`src/pkg/sfd_pkg.sv`:
```
// constants and word layouts for the synthesizer divider control block
// assumes words arrive lsb first over a three-wire serial port
package sfd_pkg;
	localparam int WORD_W = 24;
	localparam int DATA_W = 22;
	localparam int ADDR_HI = 23;
	localparam int ADDR_LO = 22;
	localparam int CNT_W = 11;
	localparam int SWL_W = 5;
	localparam int SPD_W = 6;
	localparam int SPC_W = 7;
	localparam int NLOOP = 3;
	// word addresses
	localparam logic [1:0] ADDR_MAIN = 2'h0;
	localparam logic [1:0] ADDR_AUX1 = 2'h1;
	localparam logic [1:0] ADDR_AUX2 = 2'h2;
	localparam logic [1:0] ADDR_CTRL = 2'h3;
	// loop indices
	localparam int L_MAIN = 0;
	localparam int L_AUX1 = 1;
	localparam int L_AUX2 = 2;
	// lock selector codes
	localparam logic [1:0] LK_MAIN = 2'h0;
	localparam logic [1:0] LK_AUX1 = 2'h1;
	localparam logic [1:0] LK_AUX2 = 2'h2;
	localparam logic [1:0] LK_AND = 2'h3;
	// reset value of every operational word
	localparam logic [DATA_W-1:0] WORD_RST = 22'h000000;

	// fields listed msb first, as they sit in the word
	typedef struct packed {
		logic [5:0]  speedup;
		logic [10:0] counter_value;
		logic [4:0]  swallow_value;
	} sfd_main_t;

	typedef struct packed {
		logic [5:0]  aux_speedup;
		logic [1:0]  main_ratio;
		logic [10:0] counter_value;
		logic [2:0]  swallow_value;
	} sfd_aux1_t;

	typedef struct packed {
		logic [1:0]  post_aux2;
		logic [1:0]  post_aux1;
		logic [1:0]  post_main;
		logic [1:0]  aux_ratio;
		logic [10:0] counter_value;
		logic [2:0]  swallow_value;
	} sfd_aux2_t;

	typedef struct packed {
		logic [5:0]  test_route;
		logic [1:0]  lock_sel;
		logic        en_aux2;
		logic        en_aux1;
		logic        en_main;
		logic [10:0] ref_div;
	} sfd_ctrl_t;
endpackage

```
`src/design/sfd_top.sv`:
```
// serial load port, dividers, speed-up timers and lock select
// assumes all pins (serial port, reference, prescalers, lock) are async
`timescale 1ns/1ps

module sfd_top (
	input  wire logic       clock_i,
	input  wire logic       rstn_i,
	input  wire logic       ser_clk_i,
	input  wire logic       ser_data_i,
	input  wire logic       ser_strobe_i,
	input  wire logic       external_reference_oscillator_i,
	input  wire logic [2:0] prescaler_i,
	input  wire logic [2:0] loop_lock_i,
	output logic      [2:0] modulus_o,
	output logic      [2:0] div_out_o,
	output logic      [2:0] pd_ref_o,
	output logic      [2:0] speedup_o,
	output logic      [2:0] power_en_o,
	output logic      [1:0] main_ratio_o,
	output logic      [1:0] aux_ratio_o,
	output logic      [5:0] test_route_o,
	output logic            lock_indicator_output_o
);
	localparam int W = sfd_pkg::WORD_W;
	localparam int CW = sfd_pkg::CNT_W;
	localparam int SW = sfd_pkg::SWL_W;
	localparam int PW = sfd_pkg::SPC_W;

	////////////////////////////////////////////////////////////////////
	// pin synchronisers: stage one feeds stage two only
	logic [7:0] sync1;
	logic [7:0] sync2;
	logic [7:0] prev;
	logic [7:0] pins;

	assign pins = {loop_lock_i, prescaler_i, external_reference_oscillator_i,
		ser_strobe_i};

	// two flops, then an edge-history flop
	always_ff @(posedge clock_i or negedge rstn_i)
	begin
		if (!rstn_i)
		begin
			sync1 <= 8'h00;
			sync2 <= 8'h00;
			prev  <= 8'h00;
		end
		else
		begin
			sync1 <= pins;
			sync2 <= sync1;
			prev  <= sync2;
		end
	end

	logic [1:0] ser_s1;
	logic [1:0] ser_s2;
	logic       sclk_prev;

	// serial clock and data sampled together
	always_ff @(posedge clock_i or negedge rstn_i)
	begin
		if (!rstn_i)
		begin
			ser_s1    <= 2'h0;
			ser_s2    <= 2'h0;
			sclk_prev <= 1'b0;
		end
		else
		begin
			ser_s1    <= {ser_clk_i, ser_data_i};
			ser_s2    <= ser_s1;
			sclk_prev <= ser_s2[1];
		end
	end

	logic       sclk_rise;
	logic       strobe_rise;
	logic       ref_rise;
	logic [2:0] pre_rise;
	logic [2:0] lock_s;

	assign sclk_rise   = ser_s2[1] & ~sclk_prev;
	assign strobe_rise = sync2[0] & ~prev[0];
	assign ref_rise    = sync2[1] & ~prev[1];
	assign pre_rise    = sync2[4:2] & ~prev[4:2];
	assign lock_s      = sync2[7:5];

	////////////////////////////////////////////////////////////////////
	// holding shift register and operational words
	logic [W-1:0]             shift;
	logic [W-1:0]             next_shift;
	logic [sfd_pkg::DATA_W-1:0] op [4];
	logic [sfd_pkg::DATA_W-1:0] next_op [4];
	logic [1:0]               waddr;
	logic                     main_trig;
	logic [2:0]               aux_trig;

	assign waddr = shift[sfd_pkg::ADDR_HI:sfd_pkg::ADDR_LO];

	// shift and commit; only the addressed word moves
	always_comb
	begin
		next_shift = shift;
		for (int k = 0; k < 4; k++)
			next_op[k] = op[k];
		if (sclk_rise)
			next_shift = {ser_s2[0], shift[W-1:1]};
		if (strobe_rise)
			next_op[waddr] = shift[sfd_pkg::DATA_W-1:0];
	end

	always_ff @(posedge clock_i or negedge rstn_i)
	begin
		if (!rstn_i)
		begin
			shift <= 24'h000000;
			for (int k = 0; k < 4; k++)
				op[k] <= sfd_pkg::WORD_RST;
		end
		else
		begin
			shift <= next_shift;
			for (int k = 0; k < 4; k++)
				op[k] <= next_op[k];
		end
	end

	// field views, msb first after the address
	sfd_pkg::sfd_main_t w_main;
	sfd_pkg::sfd_aux1_t w_aux1;
	sfd_pkg::sfd_aux2_t w_aux2;
	sfd_pkg::sfd_ctrl_t w_ctrl;
	sfd_pkg::sfd_ctrl_t new_ctrl;

	assign w_main   = op[sfd_pkg::ADDR_MAIN];
	assign w_aux1   = op[sfd_pkg::ADDR_AUX1];
	assign w_aux2   = op[sfd_pkg::ADDR_AUX2];
	assign w_ctrl   = op[sfd_pkg::ADDR_CTRL];
	assign new_ctrl = shift[sfd_pkg::DATA_W-1:0];

	// speed-up triggers; aux fires only on an enable rising
	assign main_trig = strobe_rise & (waddr == sfd_pkg::ADDR_MAIN);
	assign aux_trig[sfd_pkg::L_MAIN] = 1'b0;
	assign aux_trig[sfd_pkg::L_AUX1] = strobe_rise
		& (waddr == sfd_pkg::ADDR_CTRL)
		& new_ctrl.en_aux1 & ~w_ctrl.en_aux1;
	assign aux_trig[sfd_pkg::L_AUX2] = strobe_rise
		& (waddr == sfd_pkg::ADDR_CTRL)
		& new_ctrl.en_aux2 & ~w_ctrl.en_aux2;

	////////////////////////////////////////////////////////////////////
	// reference divider, shared by all loops
	logic [CW-1:0] rcnt;
	logic [CW-1:0] next_rcnt;
	logic          rtick;
	logic          next_rtick;

	// zero is treated as divide-by-one rather than stalling
	always_comb
	begin
		next_rcnt  = rcnt;
		next_rtick = 1'b0;
		if (ref_rise)
		begin
			if (rcnt + 11'h001 >= w_ctrl.ref_div)
			begin
				next_rcnt  = 11'h000;
				next_rtick = 1'b1;
			end
			else
				next_rcnt = rcnt + 11'h001;
		end
	end

	always_ff @(posedge clock_i or negedge rstn_i)
	begin
		if (!rstn_i)
		begin
			rcnt  <= 11'h000;
			rtick <= 1'b0;
		end
		else
		begin
			rcnt  <= next_rcnt;
			rtick <= next_rtick;
		end
	end

	////////////////////////////////////////////////////////////////////
	// per-loop settings
	logic [CW-1:0] set_n   [3];
	logic [SW-1:0] set_a   [3];
	logic [1:0]    set_ps  [3];
	logic [5:0]    set_spd [3];
	logic [2:0]    en;

	assign en = {w_ctrl.en_aux2, w_ctrl.en_aux1, w_ctrl.en_main};
	assign set_n[0]   = w_main.counter_value;
	assign set_a[0]   = w_main.swallow_value;
	assign set_n[1]   = w_aux1.counter_value;
	assign set_a[1]   = {2'h0, w_aux1.swallow_value};
	assign set_n[2]   = w_aux2.counter_value;
	assign set_a[2]   = {2'h0, w_aux2.swallow_value};
	assign set_ps[0]  = w_aux2.post_main;
	assign set_ps[1]  = w_aux2.post_aux1;
	assign set_ps[2]  = w_aux2.post_aux2;
	assign set_spd[0] = w_main.speedup;
	assign set_spd[1] = w_aux1.aux_speedup;
	assign set_spd[2] = w_aux1.aux_speedup;

	////////////////////////////////////////////////////////////////////
	// one divider, postscaler and speed-up timer per loop
	for (genvar i = 0; i < sfd_pkg::NLOOP; i++)
	begin : g_loop
		logic [CW-1:0] act_n, next_act_n, ncnt, next_ncnt;
		logic [SW-1:0] act_a, next_act_a, acnt, next_acnt;
		logic [2:0]    pcnt, next_pcnt;
		logic [PW-1:0] scnt, next_scnt;
		logic          pend, next_pend, tick, next_tick;
		logic          next_div, next_mod;
		logic [2:0]    plim;

		assign plim = 3'((4'h1 << set_ps[i]) - 4'h1);

		// dividers take new settings only at the next reference pulse
		always_comb
		begin
			next_act_n = act_n;
			next_act_a = act_a;
			next_ncnt  = ncnt;
			next_acnt  = acnt;
			next_pcnt  = pcnt;
			next_tick  = 1'b0;
			next_div   = 1'b0;
			next_scnt  = scnt;
			next_pend  = pend | main_trig & (i == 0) | aux_trig[i];
			if (rtick)
			begin
				if (pcnt >= plim)
				begin
					next_pcnt = 3'h0;
					next_tick = 1'b1;
				end
				else
					next_pcnt = pcnt + 3'h1;
			end
			if (tick)
			begin
				next_act_n = set_n[i];
				next_act_a = set_a[i];
				if (pend)
				begin
					next_scnt = {set_spd[i], 1'b0};
					next_pend = main_trig & (i == 0) | aux_trig[i];
				end
				else if (scnt != 7'h00)
					next_scnt = scnt - 7'h01;
			end
			// swallow phase runs at the high modulus
			if (pre_rise[i])
			begin
				if (acnt != 5'h00)
					next_acnt = acnt - 5'h01;
				if (ncnt <= 11'h001)
				begin
					next_ncnt = act_n;
					next_acnt = act_a;
					next_div  = 1'b1;
				end
				else
					next_ncnt = ncnt - 11'h001;
			end
			if (!en[i])
			begin
				next_scnt = 7'h00; // disabled loop holds no speed-up
				// enable is still the old value in the commit cycle
				next_pend = aux_trig[i];
			end
			next_mod = next_acnt != 5'h00;
		end

		always_ff @(posedge clock_i or negedge rstn_i)
		begin
			if (!rstn_i)
			begin
				act_n        <= 11'h000;
				act_a        <= 5'h00;
				ncnt         <= 11'h000;
				acnt         <= 5'h00;
				pcnt         <= 3'h0;
				tick         <= 1'b0;
				scnt         <= 7'h00;
				pend         <= 1'b0;
				modulus_o[i] <= 1'b0;
				div_out_o[i] <= 1'b0;
				pd_ref_o[i]  <= 1'b0;
				speedup_o[i] <= 1'b0;
			end
			else
			begin
				act_n        <= next_act_n;
				act_a        <= next_act_a;
				ncnt         <= next_ncnt;
				acnt         <= next_acnt;
				pcnt         <= next_pcnt;
				tick         <= next_tick;
				scnt         <= next_scnt;
				pend         <= next_pend;
				modulus_o[i] <= next_mod;
				div_out_o[i] <= next_div;
				pd_ref_o[i]  <= next_tick;
				speedup_o[i] <= next_scnt != 7'h00;
			end
		end
	end

	////////////////////////////////////////////////////////////////////
	// lock select and static outputs
	logic       next_lock;
	logic [2:0] lk_term;

	assign lk_term = lock_s | ~en;

	always_comb
	begin
		case (w_ctrl.lock_sel)
			sfd_pkg::LK_MAIN: next_lock = lock_s[sfd_pkg::L_MAIN];
			sfd_pkg::LK_AUX1: next_lock = lock_s[sfd_pkg::L_AUX1];
			sfd_pkg::LK_AUX2: next_lock = lock_s[sfd_pkg::L_AUX2];
			sfd_pkg::LK_AND:  next_lock = (&lk_term) & (|en);
			default:          next_lock = 1'b0;
		endcase
	end

	always_ff @(posedge clock_i or negedge rstn_i)
	begin
		if (!rstn_i)
		begin
			lock_indicator_output_o <= 1'b0;
			power_en_o              <= 3'h0;
			main_ratio_o            <= 2'h0;
			aux_ratio_o             <= 2'h0;
			test_route_o            <= 6'h00;
		end
		else
		begin
			lock_indicator_output_o <= next_lock;
			power_en_o              <= en;
			main_ratio_o            <= w_aux1.main_ratio;
			aux_ratio_o             <= w_aux2.aux_ratio;
			test_route_o            <= w_ctrl.test_route;
		end
	end
endmodule

```
`config.mk`:
```
export PLATFORM = sky130hd
export DESIGN_NAME = sfd_top
export DESIGN_NICKNAME = d
export VERILOG_FILES = /design/src/pkg/sfd_pkg.sv /design/src/design/sfd_top.sv
export SDC_FILE = /design/constraint.sdc
export NUM_CORES = 1
export LEC_CHECK = 0
export ABC_AREA = 1
export BUFFER_PORTS_ARGS = -buffer_cell sky130_fd_sc_hd__buf_4
export CORE_ASPECT_RATIO = 0.9
export CORE_MARGIN = 4
export CORE_UTILIZATION = 30
export DETAILED_ROUTE_END_ITERATION = 8
export GPL_TIMING_DRIVEN = 0
export MAX_ROUTING_LAYER = met4
export RECOVER_POWER = 50
export SYNTH_ARGS = -nofsm -noshare
export SYNTH_HDL_FRONTEND = slang
export SYNTH_SLANG_ARGS = --single-unit
```
`constraint.sdc`:
```
create_clock -name clock_i -period 2.8 [get_ports clock_i]
set_input_delay 0.56 -clock clock_i [delete_from_list [all_inputs] [get_ports clock_i]]
set_output_delay 0.56 -clock clock_i [all_outputs]
set_load 0.02 [all_outputs]
```
-- Word-level counts from Yosys, hierarchy flattened
Cells that the tools add are included.
- flip-flop bits (word level): 301
- bits in latches: 0
- memory bits (writable): 0
- bits in read-only memories: 0
- input bits: 12
- output and inout port bits: 26
- logic and storage cells: 178
- memories: 0
- $add $sub $neg: 16
- multipliers: 0
- div/mod/pow operators: 0
- order comparisons: 9
- equal/unequal tests: 4
- shift-type cells: 3
- mux-type cells: 55
- bitwise operators: 23
- reductions and logical operators: 17
- operators with widths (operator ; number):
    $bwmux 88 ; 1
    $mux 7 ; 12
    $mux 5 ; 9
    $demux 22 s2 ; 1
    $mux 11 ; 4
    $reduce_bool 7->1 ; 6
    $le 11x1->1 const B ; 3
    $sub 11x1->11 const B ; 3
    $reduce_bool 5->1 ; 6
    $mux 1 ; 23
    $mux 22 ; 1
    $sub 7x1->7 const B ; 3
    $sub 5x1->5 const B ; 3
    $add 11x1->11 const B ; 1
    $ge 11x11->1 ; 1
    $and 1x1->1 ; 10
    $add 3x1->3 const B ; 3
    $ge 3x3->1 ; 3
    $mux 3 ; 3
    $shl 1x2->3 const A ; 3
    $sub 3x1->3 const B ; 3
    $eq 2x2->1 const B ; 3
    $not 3->3 ; 2
    $not 1->1 ; 5
    12 further kinds ; 15

-- Longest topological paths before layout
Gate-level depths: netlist (run 1).
- depth in word-level cells: 9
- gate-level depth with buffers: 16
- gate-level depth less buffers: 16

-- Worst setup path after synthesis (run 1)
OpenSTA, ideal clock, no wires.
- path type: reg-to-reg
- start: reg rcnt[0]
- end: reg rcnt[1]
- library setup time: 0.079 ns
- data arrival time: 2.242 ns
- data required time: 2.721 ns
- path slack: 0.479 ns
- cell stages (with the launch flop): 17
- buffers on the path: 0
- clock period less this slack: 2.321 ns
- path through: dfrtp_1 ha_1 nand2_1 nor2_1 nand3_1 xor2_1 inv_1 ha_1 nand2_1 inv_1 nand3_1 nor2_1 nand2_1 nand4_1 nand2_1 clkinv_1 a21oi_1
- cells in the longest elaborated chain, start to end: 3
- ends and longest elaborated chain (what ; line ; source):
    from (decl) ; sfd_top.sv:154 ; logic [CW-1:0] rcnt;
    from (signal assigned) ; sfd_top.sv:185 ; rcnt <= next_rcnt;
    $add 11x1->11 * ; sfd_top.sv:166, sfd_top.sv:172 ;
    $ge 11x11->1 ; sfd_top.sv:166 ; if (rcnt + 11'h001 >= w_ctrl.ref_div)
    $mux 11 * ; sfd_top.sv:166 ;
Mark *: on every way between the ends. The rest lies on a longest branch, timed or not.
A chain may end at the register's enable or synchronous reset.

-- Worst setup path in the final report (run 1)
- start: reg rcnt[1]
- end: reg rcnt[2]
The elaborated chain is that of the path after synthesis.

==> impl_metrics.toml, run 1 <==
[timing]
final-hold-violation-count = 0
finalCritPeriodShare = 0.917
clock.fmax_ghz = 0.390
hold_ws_ps = 106
worst_clock_skew_ps = 20.1
setup_viol = 0
period_minus_slack_ps = 2570
finalWorstSetupSlack_ps = 233
slew_headroom = 0.579
worst_slew_pin_slew_ps = 632
setup-tns-final_ps = 0
drv_slew = 0
rsz0062_at_grt = "false"

[synthesis]
syn_avg_cell_area_sq_um = 8.74
yosysWarnings = 0
synth_nets = 1642
yosys.area.top_type_share = 0.543
synth_common_cells = "408 x nand2_1, 301 x dfrtp_1, 200 x inv_1"
yosys-top-cells-area = "dfrtp_1 54%, nand2_1 11%, o21ai_0 6.5%, inv_1 5.4%, ha_1 3.8%"
yosysSeqAreaShare = 0.543
synthFlopType = "dfrtp_1"
synthCells = 1588
synth-async-reset-ratio = 1.00
synth_edf_count = 0
ys_ff_latch = 301
synth_area_sq_um = 13900
synth.most_common_cell = "nand2_1"
ys_types = 49
synth_top_area_cell = "dfrtp_1"

[power_and_ir_drop]
peakVddDrop_v = 0.000466
p_leak_nw = 7.62
finalPower_mw = 13.7
p_per_area_nw_per_um2 = 864

[placement]
globalplace.congestion = 0.859
placed_area_sq_um = 15000
dp_slack_ps = -144
io_buffers = 37
dp_hpwl_mm = 22.4

[clock_tree]
clk_pin_slew_ps = 60
ctsLongestPathBuffers = 3
h-tree-depth = 1
tritoncts = "built"
clock_sinks = 301
insertion_delay_ps = 580
cts_inserted_buffers = 31
cts_root_buf = "clkbuf_16"

[global_routing]
grt_pass1_wl_mm = 53.0
antenna_found_initial = 0
first_global_vias = 10400
grt_use_total = 0.130
grt_overflow = 0
grt_max_degree = 107

[route]
route.vias.total = 10600
drt-wirelength-per-cell_um = 13.8
firstDrtPassIters = 8
wirelength_mm = 31.7
drt_iter0_drc = 822
vias_per_cell = 4.62
ant_nets = 0
drc_errors = 0

[setup_path]
critPathSlowestCell = "dfrtp_1"
crit_path_start_kind = "register"
worst_setup_path_end_kind = "register"
cp.required_ps = 3260
cp_cell_sequence = "ha_1 -> nand2_1 -> nor2_2 -> nand2_1 -> xor2_1 -> inv_1 -> ha_1 -> nand4_1 -> nor3_1 -> nand2_1 -> nand4_1 -> nand2_1 -> inv_4 -> a21oi_1"
cpPeakStageDelay_ps = 390
cp_max_fo = 9
worst-setup-path-type = "reg2reg"
cp_common_cell = "nand2_1"
arrival_ps = 3030

[run]
maxCapViolCount = 0

[die]
core_area_sq_um = 45600
dieArea_sq_um = 49800
rows = 74
initial_core_util = 0.305
io_pins = 38
die_w_um = 235
die_y_um = 212

[run_status]
outcome = "finished, final reports clean"

[finish]
finalNetCount = 1718
drive_above_1_share = 0.0735
diodes = 0
design_area_sq_um = 15800
area_growth_pct = 14.1

[min_path]
hp-class = "in2reg"
-- logic make-up (layout without fill, tap and decap cells) --
family / count (synthesis) / count (layout) / synth area share
multiplexers: 1 / 1 / 0.000721
buffers and inverters: 262 / 360 / 0.0737
XOR/XNOR: 36 / 36 / 0.0227
adder cells (fa/ha/maj): 42 / 42 / 0.0379
AND/OR/NAND/NOR: 669 / 669 / 0.206
flip-flops: 301 / 301 / 0.543
AO/OA/AOI/OAI: 277 / 277 / 0.116
-- report_power, final --
part           leakage, nW  internal, mW  switching (mW)
registers             4.01          5.13           0.689
logic                 3.10          1.34            2.33
clock network        0.514          2.44            1.74
-- per-layer routing --
layer / vias to the layer above / global-route usage / share of wire
met3: 51 / 0.0209 / 0.039
met2: 204 / 0.199 / 0.44
met5: - / - / 0
met4: 0 / 0.0308 / 0.021
met1: 5112 / 0.184 / 0.50
li1: 5236 / - / -
-- placed cells by master, fill, tap and decap left out, drive strengths merged, types with 17 or more instances in the layout --
cell and instances:
a21oi 48, clkbuf 117, dfrtp 301, ha 42, inv 213, nand2 419
nand3 88, nand4 17, nor2 123, o21ai 192, xor2 27
-- worst paths after layout --
path	end	slack, ps	depth (start not counted)	startpoint
min in group asynchronous	div_out_o[2]	460	2	rstn_i
max	rcnt[2]	230	14	rcnt[1]
min reg2reg	sync2[4]	350	0	sync1[4]
max in group asynchronous	rcnt[0]	720	5	rstn_i
max reg2reg	rcnt[2]	230	14	rcnt[1]
min	sync1[0]	110	1	ser_strobe_i
-- cell type report --
type / instances / area [sq um]
Fill cell: 4696 / 29700
Sequential cell: 301 / 7530
Multi-Input combinational cell: 1025 / 5190
Clock buffer: 40 / 860
Inverter: 213 / 805
Tap cell: 608 / 761
Timing Repair Buffer: 43 / 307
Buffer: 49 / 196
Clock inverter: 15 / 173
-- registers in the layout, summed over array words and instances, names as in the netlist, 5 cells and up --
register and flops:
g_loop.act_n 33, g_loop.ncnt 33, shift 24, w_aux1 22, w_aux2 22, w_ctrl 22
w_main 22, g_loop.scnt 21, g_loop.acnt 15, g_loop.act_a 11, rcnt 11, g_loop.pcnt 9
sync1 8, sync2 8, test_route_o 6, prev 5
-- critical path, delay by kind of cell (launching register included) --
family,cells,cell delay (ps)
and+or+nand+nor,8,960
adders and majority gates,2,530
DFF,1,390
xor gates and xnor gates,1,270
buffers and inverters,2,220
AOI/OAI and AO/OA,1,50
-- metrics by stage --
step	instances	utilization
floorplan	1588	-
global placement	2233	0.327
detailed placement	2236	0.329
CTS	2292	0.352
global route	2294	0.347
finish	2294	0.347
-- timing repair --
item | CTS | global route
hold buffers | 1 | 0
endpoints found under the setup margin | 9 | 11
setup buffers | 0 | 2
gates resized for setup | 2 | 2
hold endpoints to repair | 37 | 0
(Power assumes the default switching activity.)
==> run 2, diff against run 1 <==
Settings changed: ABC_CLOCK_PERIOD_IN_PS set to 2800, CORE_UTILIZATION 30 to 62, PLACE_DENSITY set to 0.79, SLEW_MARGIN set to 25.
==> run 2 against run 1 <==
- sequential power is essentially flat
- first-iteration DRC count grew 6.4%
- cell count shrank 14%
- utilization grew 35 points
- final area shrank 3.3%
- critical path depth grew 2
- power shrank 3.2%
- combinational power grew 2%
- critical path type unchanged
- critical endpoint unchanged
==> impl_metrics.toml, run 2 (same netlist as run 1, synthesis figures left out) <==
[setup_path]
crit_path_start_kind = "register"
r2r_end = "rcnt[2]"
cp.required_ps = 3280
cp_common_cell = "nand2_1"
arrival_ps = 3010
worst_setup_path_end_kind = "register"
cp_max_fo = 9
reg2reg_slack_ps = 270
rr_worst_depth = 16
rr_startpoint = "rcnt[1]"
critPathSlowestCell = "dfrtp_1"
worst-setup-path-type = "reg2reg"
crit_family = "simple AND/OR/NAND/NOR gates"
cpPeakStageDelay_ps = 390
cp_cell_sequence = "ha_1 -> nand2_1 -> nor2_2 -> nand3_1 -> xor2_1 -> inv_1 -> ha_1 -> nand2_1 -> inv_1 -> nand3_1 -> nor2_1 -> nand2_1 -> nand4_1 -> nand2_1 -> clkinv_2 -> a21oi_1"
path_buf_inv = 3

[global_routing]
grt_use_total = 0.255
antenna_found_initial = 0
grt_pass1_wl_mm = 51.2
grt_overflow = 0
grt_max_degree = 94
first_global_vias = 10600

[timing]
drv_slew = 0
finalWorstSetupSlack_ps = 268
setup_viol = 0
period_minus_slack_ps = 2530
clock.fmax_ghz = 0.395
finalCritPeriodShare = 0.904
worst_slew_pin_slew_ps = 614
rsz0062_at_grt = "false"
worst_clock_skew_ps = 23.3
final-hold-violation-count = 0
setup-tns-final_ps = 0
slew_headroom = 0.587

[min_path]
min_path_cells = 1
hp-class = "in2reg"
worstHoldStart = "ser_clk_i"
min_to = "ser_s1[1]"

[clock_tree]
h-tree-depth = 1
ctsLongestPathBuffers = 3
insertion_delay_ps = 560
tritoncts = "built"
clk_pin_slew_ps = 60
cts_inserted_buffers = 29
cts_root_buf = "clkbuf_16"
clock_sinks = 301

[die]
core_area_sq_um = 21800
dieArea_sq_um = 24800
die_w_um = 166
initial_core_util = 0.636
rows = 51
die_y_um = 150
io_pins = 38

[finish]
fin_cells = 1971
drive_above_1_share = 0.0702
reg_top3 = "g_loop.act_n (33), g_loop.ncnt (33), shift (24)"
layout_common_cells = "416 x nand2_1, 300 x dfrtp_1, 202 x inv_1, 181 x o21ai_0, 109 x nor2_1"
final_common_cell = "nand2_1"
finalNetCount = 1716
diodes = 0
area_growth_pct = 10.4

[route]
route.vias.total = 10800
firstDrtPassIters = 8
ant_nets = 0
drc_errors = 0
vias_per_cell = 5.49
drt-wirelength-per-cell_um = 15.5
wirelength_mm = 30.6
drt_iter0_drc = 875

[placement]
dp_slack_ps = -27.0
globalplace.congestion = 0.899
io_buffers = 37
dp_hpwl_mm = 21.2
dp.cells = 1919

[run_status]
outcome = "finished, final reports clean"

[power_and_ir_drop]
finalPower_mw = 13.2
p_leak_nw = 7.54
p_per_area_nw_per_um2 = 864
peakVddDrop_v = 0.000597

[run]
maxCapViolCount = 0
run 2: cell types whose count changed in the layout (fill, tap and decap cells not counted), sizes merged:
cell and delta:
bufinv -2, clkinv -4, inv -3, clkbuf +3
run 2: metrics by stage:
stage	util	area, sq um	hold WS [ps]
global placement	0.665	14500	332
floorplan	-	13900	264
finish	0.702	15300	129
CTS	0.710	15500	82.7
global route	0.702	15300	105
detailed placement	0.669	14600	336
run 2: area by class of cell:
class                           instances  area, sq um
Inverter                              213          803
Clock buffer                           43          818
Buffer                                 49          196
Sequential cell                       301         7530
Tap cell                              291          364
Fill cell                            1693         6510
Clock inverter                          6         62.6
Multi-Input combinational cell       1025         5230
Timing Repair Buffer                   43          307
run 2: power breakdown:
group	total, mW	switching [mW]	internal, mW
Clock	3.68	1.58	2.10
Sequential	5.82	0.694	5.13
Combinational	3.73	2.37	1.36
run 2: worst max path at each step:
stage / cells past startpoint / to / from / slack, ps
after floorplan: 16 / rcnt[1] / rcnt[0] / 480
after detailed placement: 13 / rcnt[1] / rcnt[0] / -30
after CTS: 16 / rcnt[1] / rcnt[0] / 90
after global routing: 16 / rcnt[4] / rcnt[1] / 50
final: 16 / rcnt[2] / rcnt[1] / 270
after global placement: 1 / sync1[1] / rstn_i / -1390
run 2: timing repair:
item                                    CTS  global route
gates cloned                              0             0
hold buffers                              1             0
gates resized for setup                   1             3
setup buffers                             0             2
endpoints found under the setup margin    7            11
hold endpoints to repair                 51             0
run 2: layer usage:
metal / track usage / share of wire
met1: 0.340 / 0.44
met2: 0.413 / 0.47
met3: 0.0375 / 0.053
met4: 0.0792 / 0.032
met5: - / 0
==> run 3, diff against run 2 <==
Settings changed: CORE_ASPECT_RATIO 0.9 to 0.7.
==> run 3 against run 2 <==
- largest cell class unchanged
- combinational power rose by 2%
- clock power rose by 26%
- worst setup slack barely moved
- final area rose by 1.7%
- highest routed layer unchanged
- wire length rose by 2.3%
- global-route usage rose by 0.43 points
- critical path depth did not move
- flip-flop and latch count did not move
- sequential power barely moved
- first-iteration DRC count rose by 11%
- clock-buffer cell count fell by 7
==> impl_metrics.toml, run 3 (same netlist as run 1, synthesis figures left out) <==
[timing]
finalCritPeriodShare = 0.904
worst_clock_skew_ps = 32.5
final-hold-violation-count = 0
worst_slew_pin_slew_ps = 652
slew_headroom = 0.565
setup-tns-final_ps = 0
setup_viol = 0
drv_slew = 0
period_minus_slack_ps = 2530
clock.fmax_ghz = 0.395

[route]
wirelength_mm = 31.3
ant_nets = 0
drt_iter0_drc = 975
drt-wirelength-per-cell_um = 15.9
firstDrtPassIters = 5
route.vias.total = 11000
vias_per_cell = 5.59
drc_errors = 0

[finish]
final_common_cell = "nand2_1"
reg_top3 = "g_loop.act_n (33), g_loop.ncnt (33), shift (24)"
seqCellArea_sq_um = 7530
layout_common_cells = "415 x nand2_1, 300 x dfrtp_1, 201 x inv_1, 182 x o21ai_0, 109 x nor2_1"
design_area_sq_um = 15600
area_growth_pct = 12.2
drive_above_1_share = 0.0772
fillers = 1655
diodes = 0
multi_input_comb_area_sq_um = 5220
finalNetCount = 1717

[setup_path]
crit_family = "simple AND/OR/NAND/NOR gates"
critPathSlowestCell = "dfrtp_1"
cp_cell_sequence = "ha_2 -> nand2_1 -> nor2_4 -> nand3_1 -> xor2_1 -> inv_1 -> ha_1 -> nand2_1 -> inv_1 -> nand3_1 -> nor2_1 -> nand2_1 -> nand4_1 -> nand2_1 -> inv_4 -> nor2_1"
cp_max_fo = 9
crit_path_start_kind = "register"
arrival_ps = 2960
cpPeakStageDelay_ps = 400
path_buf_inv = 3
worst-setup-path-type = "reg2reg"
worst_setup_path_end_kind = "register"
cp.required_ps = 3230
cp_common_cell = "nand2_1"

[run_status]
outcome = "finished, final reports clean"

[die]
die_w_um = 187
io_pins = 38
initial_core_util = 0.635
core_area_sq_um = 21800
rows = 45
die_y_um = 133
dieArea_sq_um = 24900

[global_routing]
grt_pass1_wl_mm = 52.2
antenna_found_initial = 0
first_global_vias = 10600
grt_max_degree = 95
grt_overflow = 0
grt_use_total = 0.260

[power_and_ir_drop]
p_leak_nw = 7.68
p_per_area_nw_per_um2 = 916
peakVddDrop_v = 0.000612

[clock_tree]
h-tree-depth = 1
ctsLongestPathBuffers = 3
cts_root_buf = "clkbuf_16"
clk_pin_slew_ps = 60
tritoncts = "built"
insertion_delay_ps = 570
cts_inserted_buffers = 29
clock_sinks = 301

[placement]
io_buffers = 37
globalplace.congestion = 0.914
placed_area_sq_um = 14600
dp_hpwl_mm = 21.4

[run]
maxCapViolCount = 0

[min_path]
hp-class = "in2reg"
[run 3: timing repair]
item                                    CTS  global route
pin swaps                                 0             1
endpoints found under the setup margin    8            12
gates cloned                              0             0
gates resized for setup                   1             5
endpoints found under the hold margin    60             0
setup buffers                             0             3
hold buffers                              1             0
[run 3: cell type report]
| cell class | instances | share of cell area |
|---|---|---|
| Clock buffer | 36 | 0.0509 |
| Inverter | 213 | 0.0517 |
| Clock inverter | 17 | 0.0231 |
| Timing Repair Buffer | 44 | 0.0202 |
| Multi-Input combinational cell | 1025 | 0.335 |
| Buffer | 49 | 0.0126 |
| Tap cell | 282 | 0.0227 |
| Sequential cell | 301 | 0.484 |
[run 3: layer usage]
layer,track usage,up-vias,wire [um],part of all wire
met4,0.0579,0,524,0.017
met3,0.0385,59,1890,0.060
li1,-,5231,-,-
met5,-,-,0,0
met1,0.384,5360,14600,0.47
met2,0.388,337,14200,0.46
[run 3: per-stage QoR]
step / utilization / cells / setup slack (ps) / hold slack, ps / total power, mW
floorplan: - / 1588 / 479 / 264 / 8.52
detailed placement: 0.668 / 1910 / -40.8 / 335 / 9.68
CTS: 0.721 / 1964 / 67.1 / 84.7 / 14.4
global placement: 0.664 / 1907 / -1440 / 333 / 9.47
finish: 0.713 / 1967 / 268 / 124 / 14.3
global route: 0.713 / 1967 / -37.0 / 108 / 15.1
[run 3: power by group]
| part | total, mW | switching (mW) | leakage (nW) | internal [mW] |
|---|---|---|---|---|
| sequential | 5.82 | 0.698 | 4.01 | 5.12 |
| clock | 4.65 | 1.71 | 0.567 | 2.94 |
| combinational | 3.79 | 2.43 | 3.11 | 1.36 |
[run 3: path summary, 6_finish.rpt]
| check | from | endpoint | slack [ps] | depth (start not counted) |
|---|---|---|---|---|
| max in group asynchronous | rstn_i | sync2[7] | 710 | 5 |
| min in group asynchronous | rstn_i | g_loop[1].scnt[1] | 540 | 2 |
| worst max-delay path | rcnt[1] | rcnt[6] | 270 | 16 |
| worst max register to register | rcnt[1] | rcnt[6] | 270 | 16 |
| worst min-delay path | external_reference_oscillator_i | sync1[1] | 120 | 1 |
| worst min register to register | sync1[6] | sync2[6] | 350 | 0 |
[run 3: worst reg2reg max path, stage by stage (launching register included)]
cell and delay, ps:
dfrtp_1 400, ha_2 220, nand2_1 100, nor2_4 160
nand3_1 100, xor2_1 220, inv_1 70, ha_1 310
nand2_1 80, inv_1 50, nand3_1 70, nor2_1 120
nand2_1 70, nand4_1 120, nand2_1 120, inv_4 140
nor2_1 50
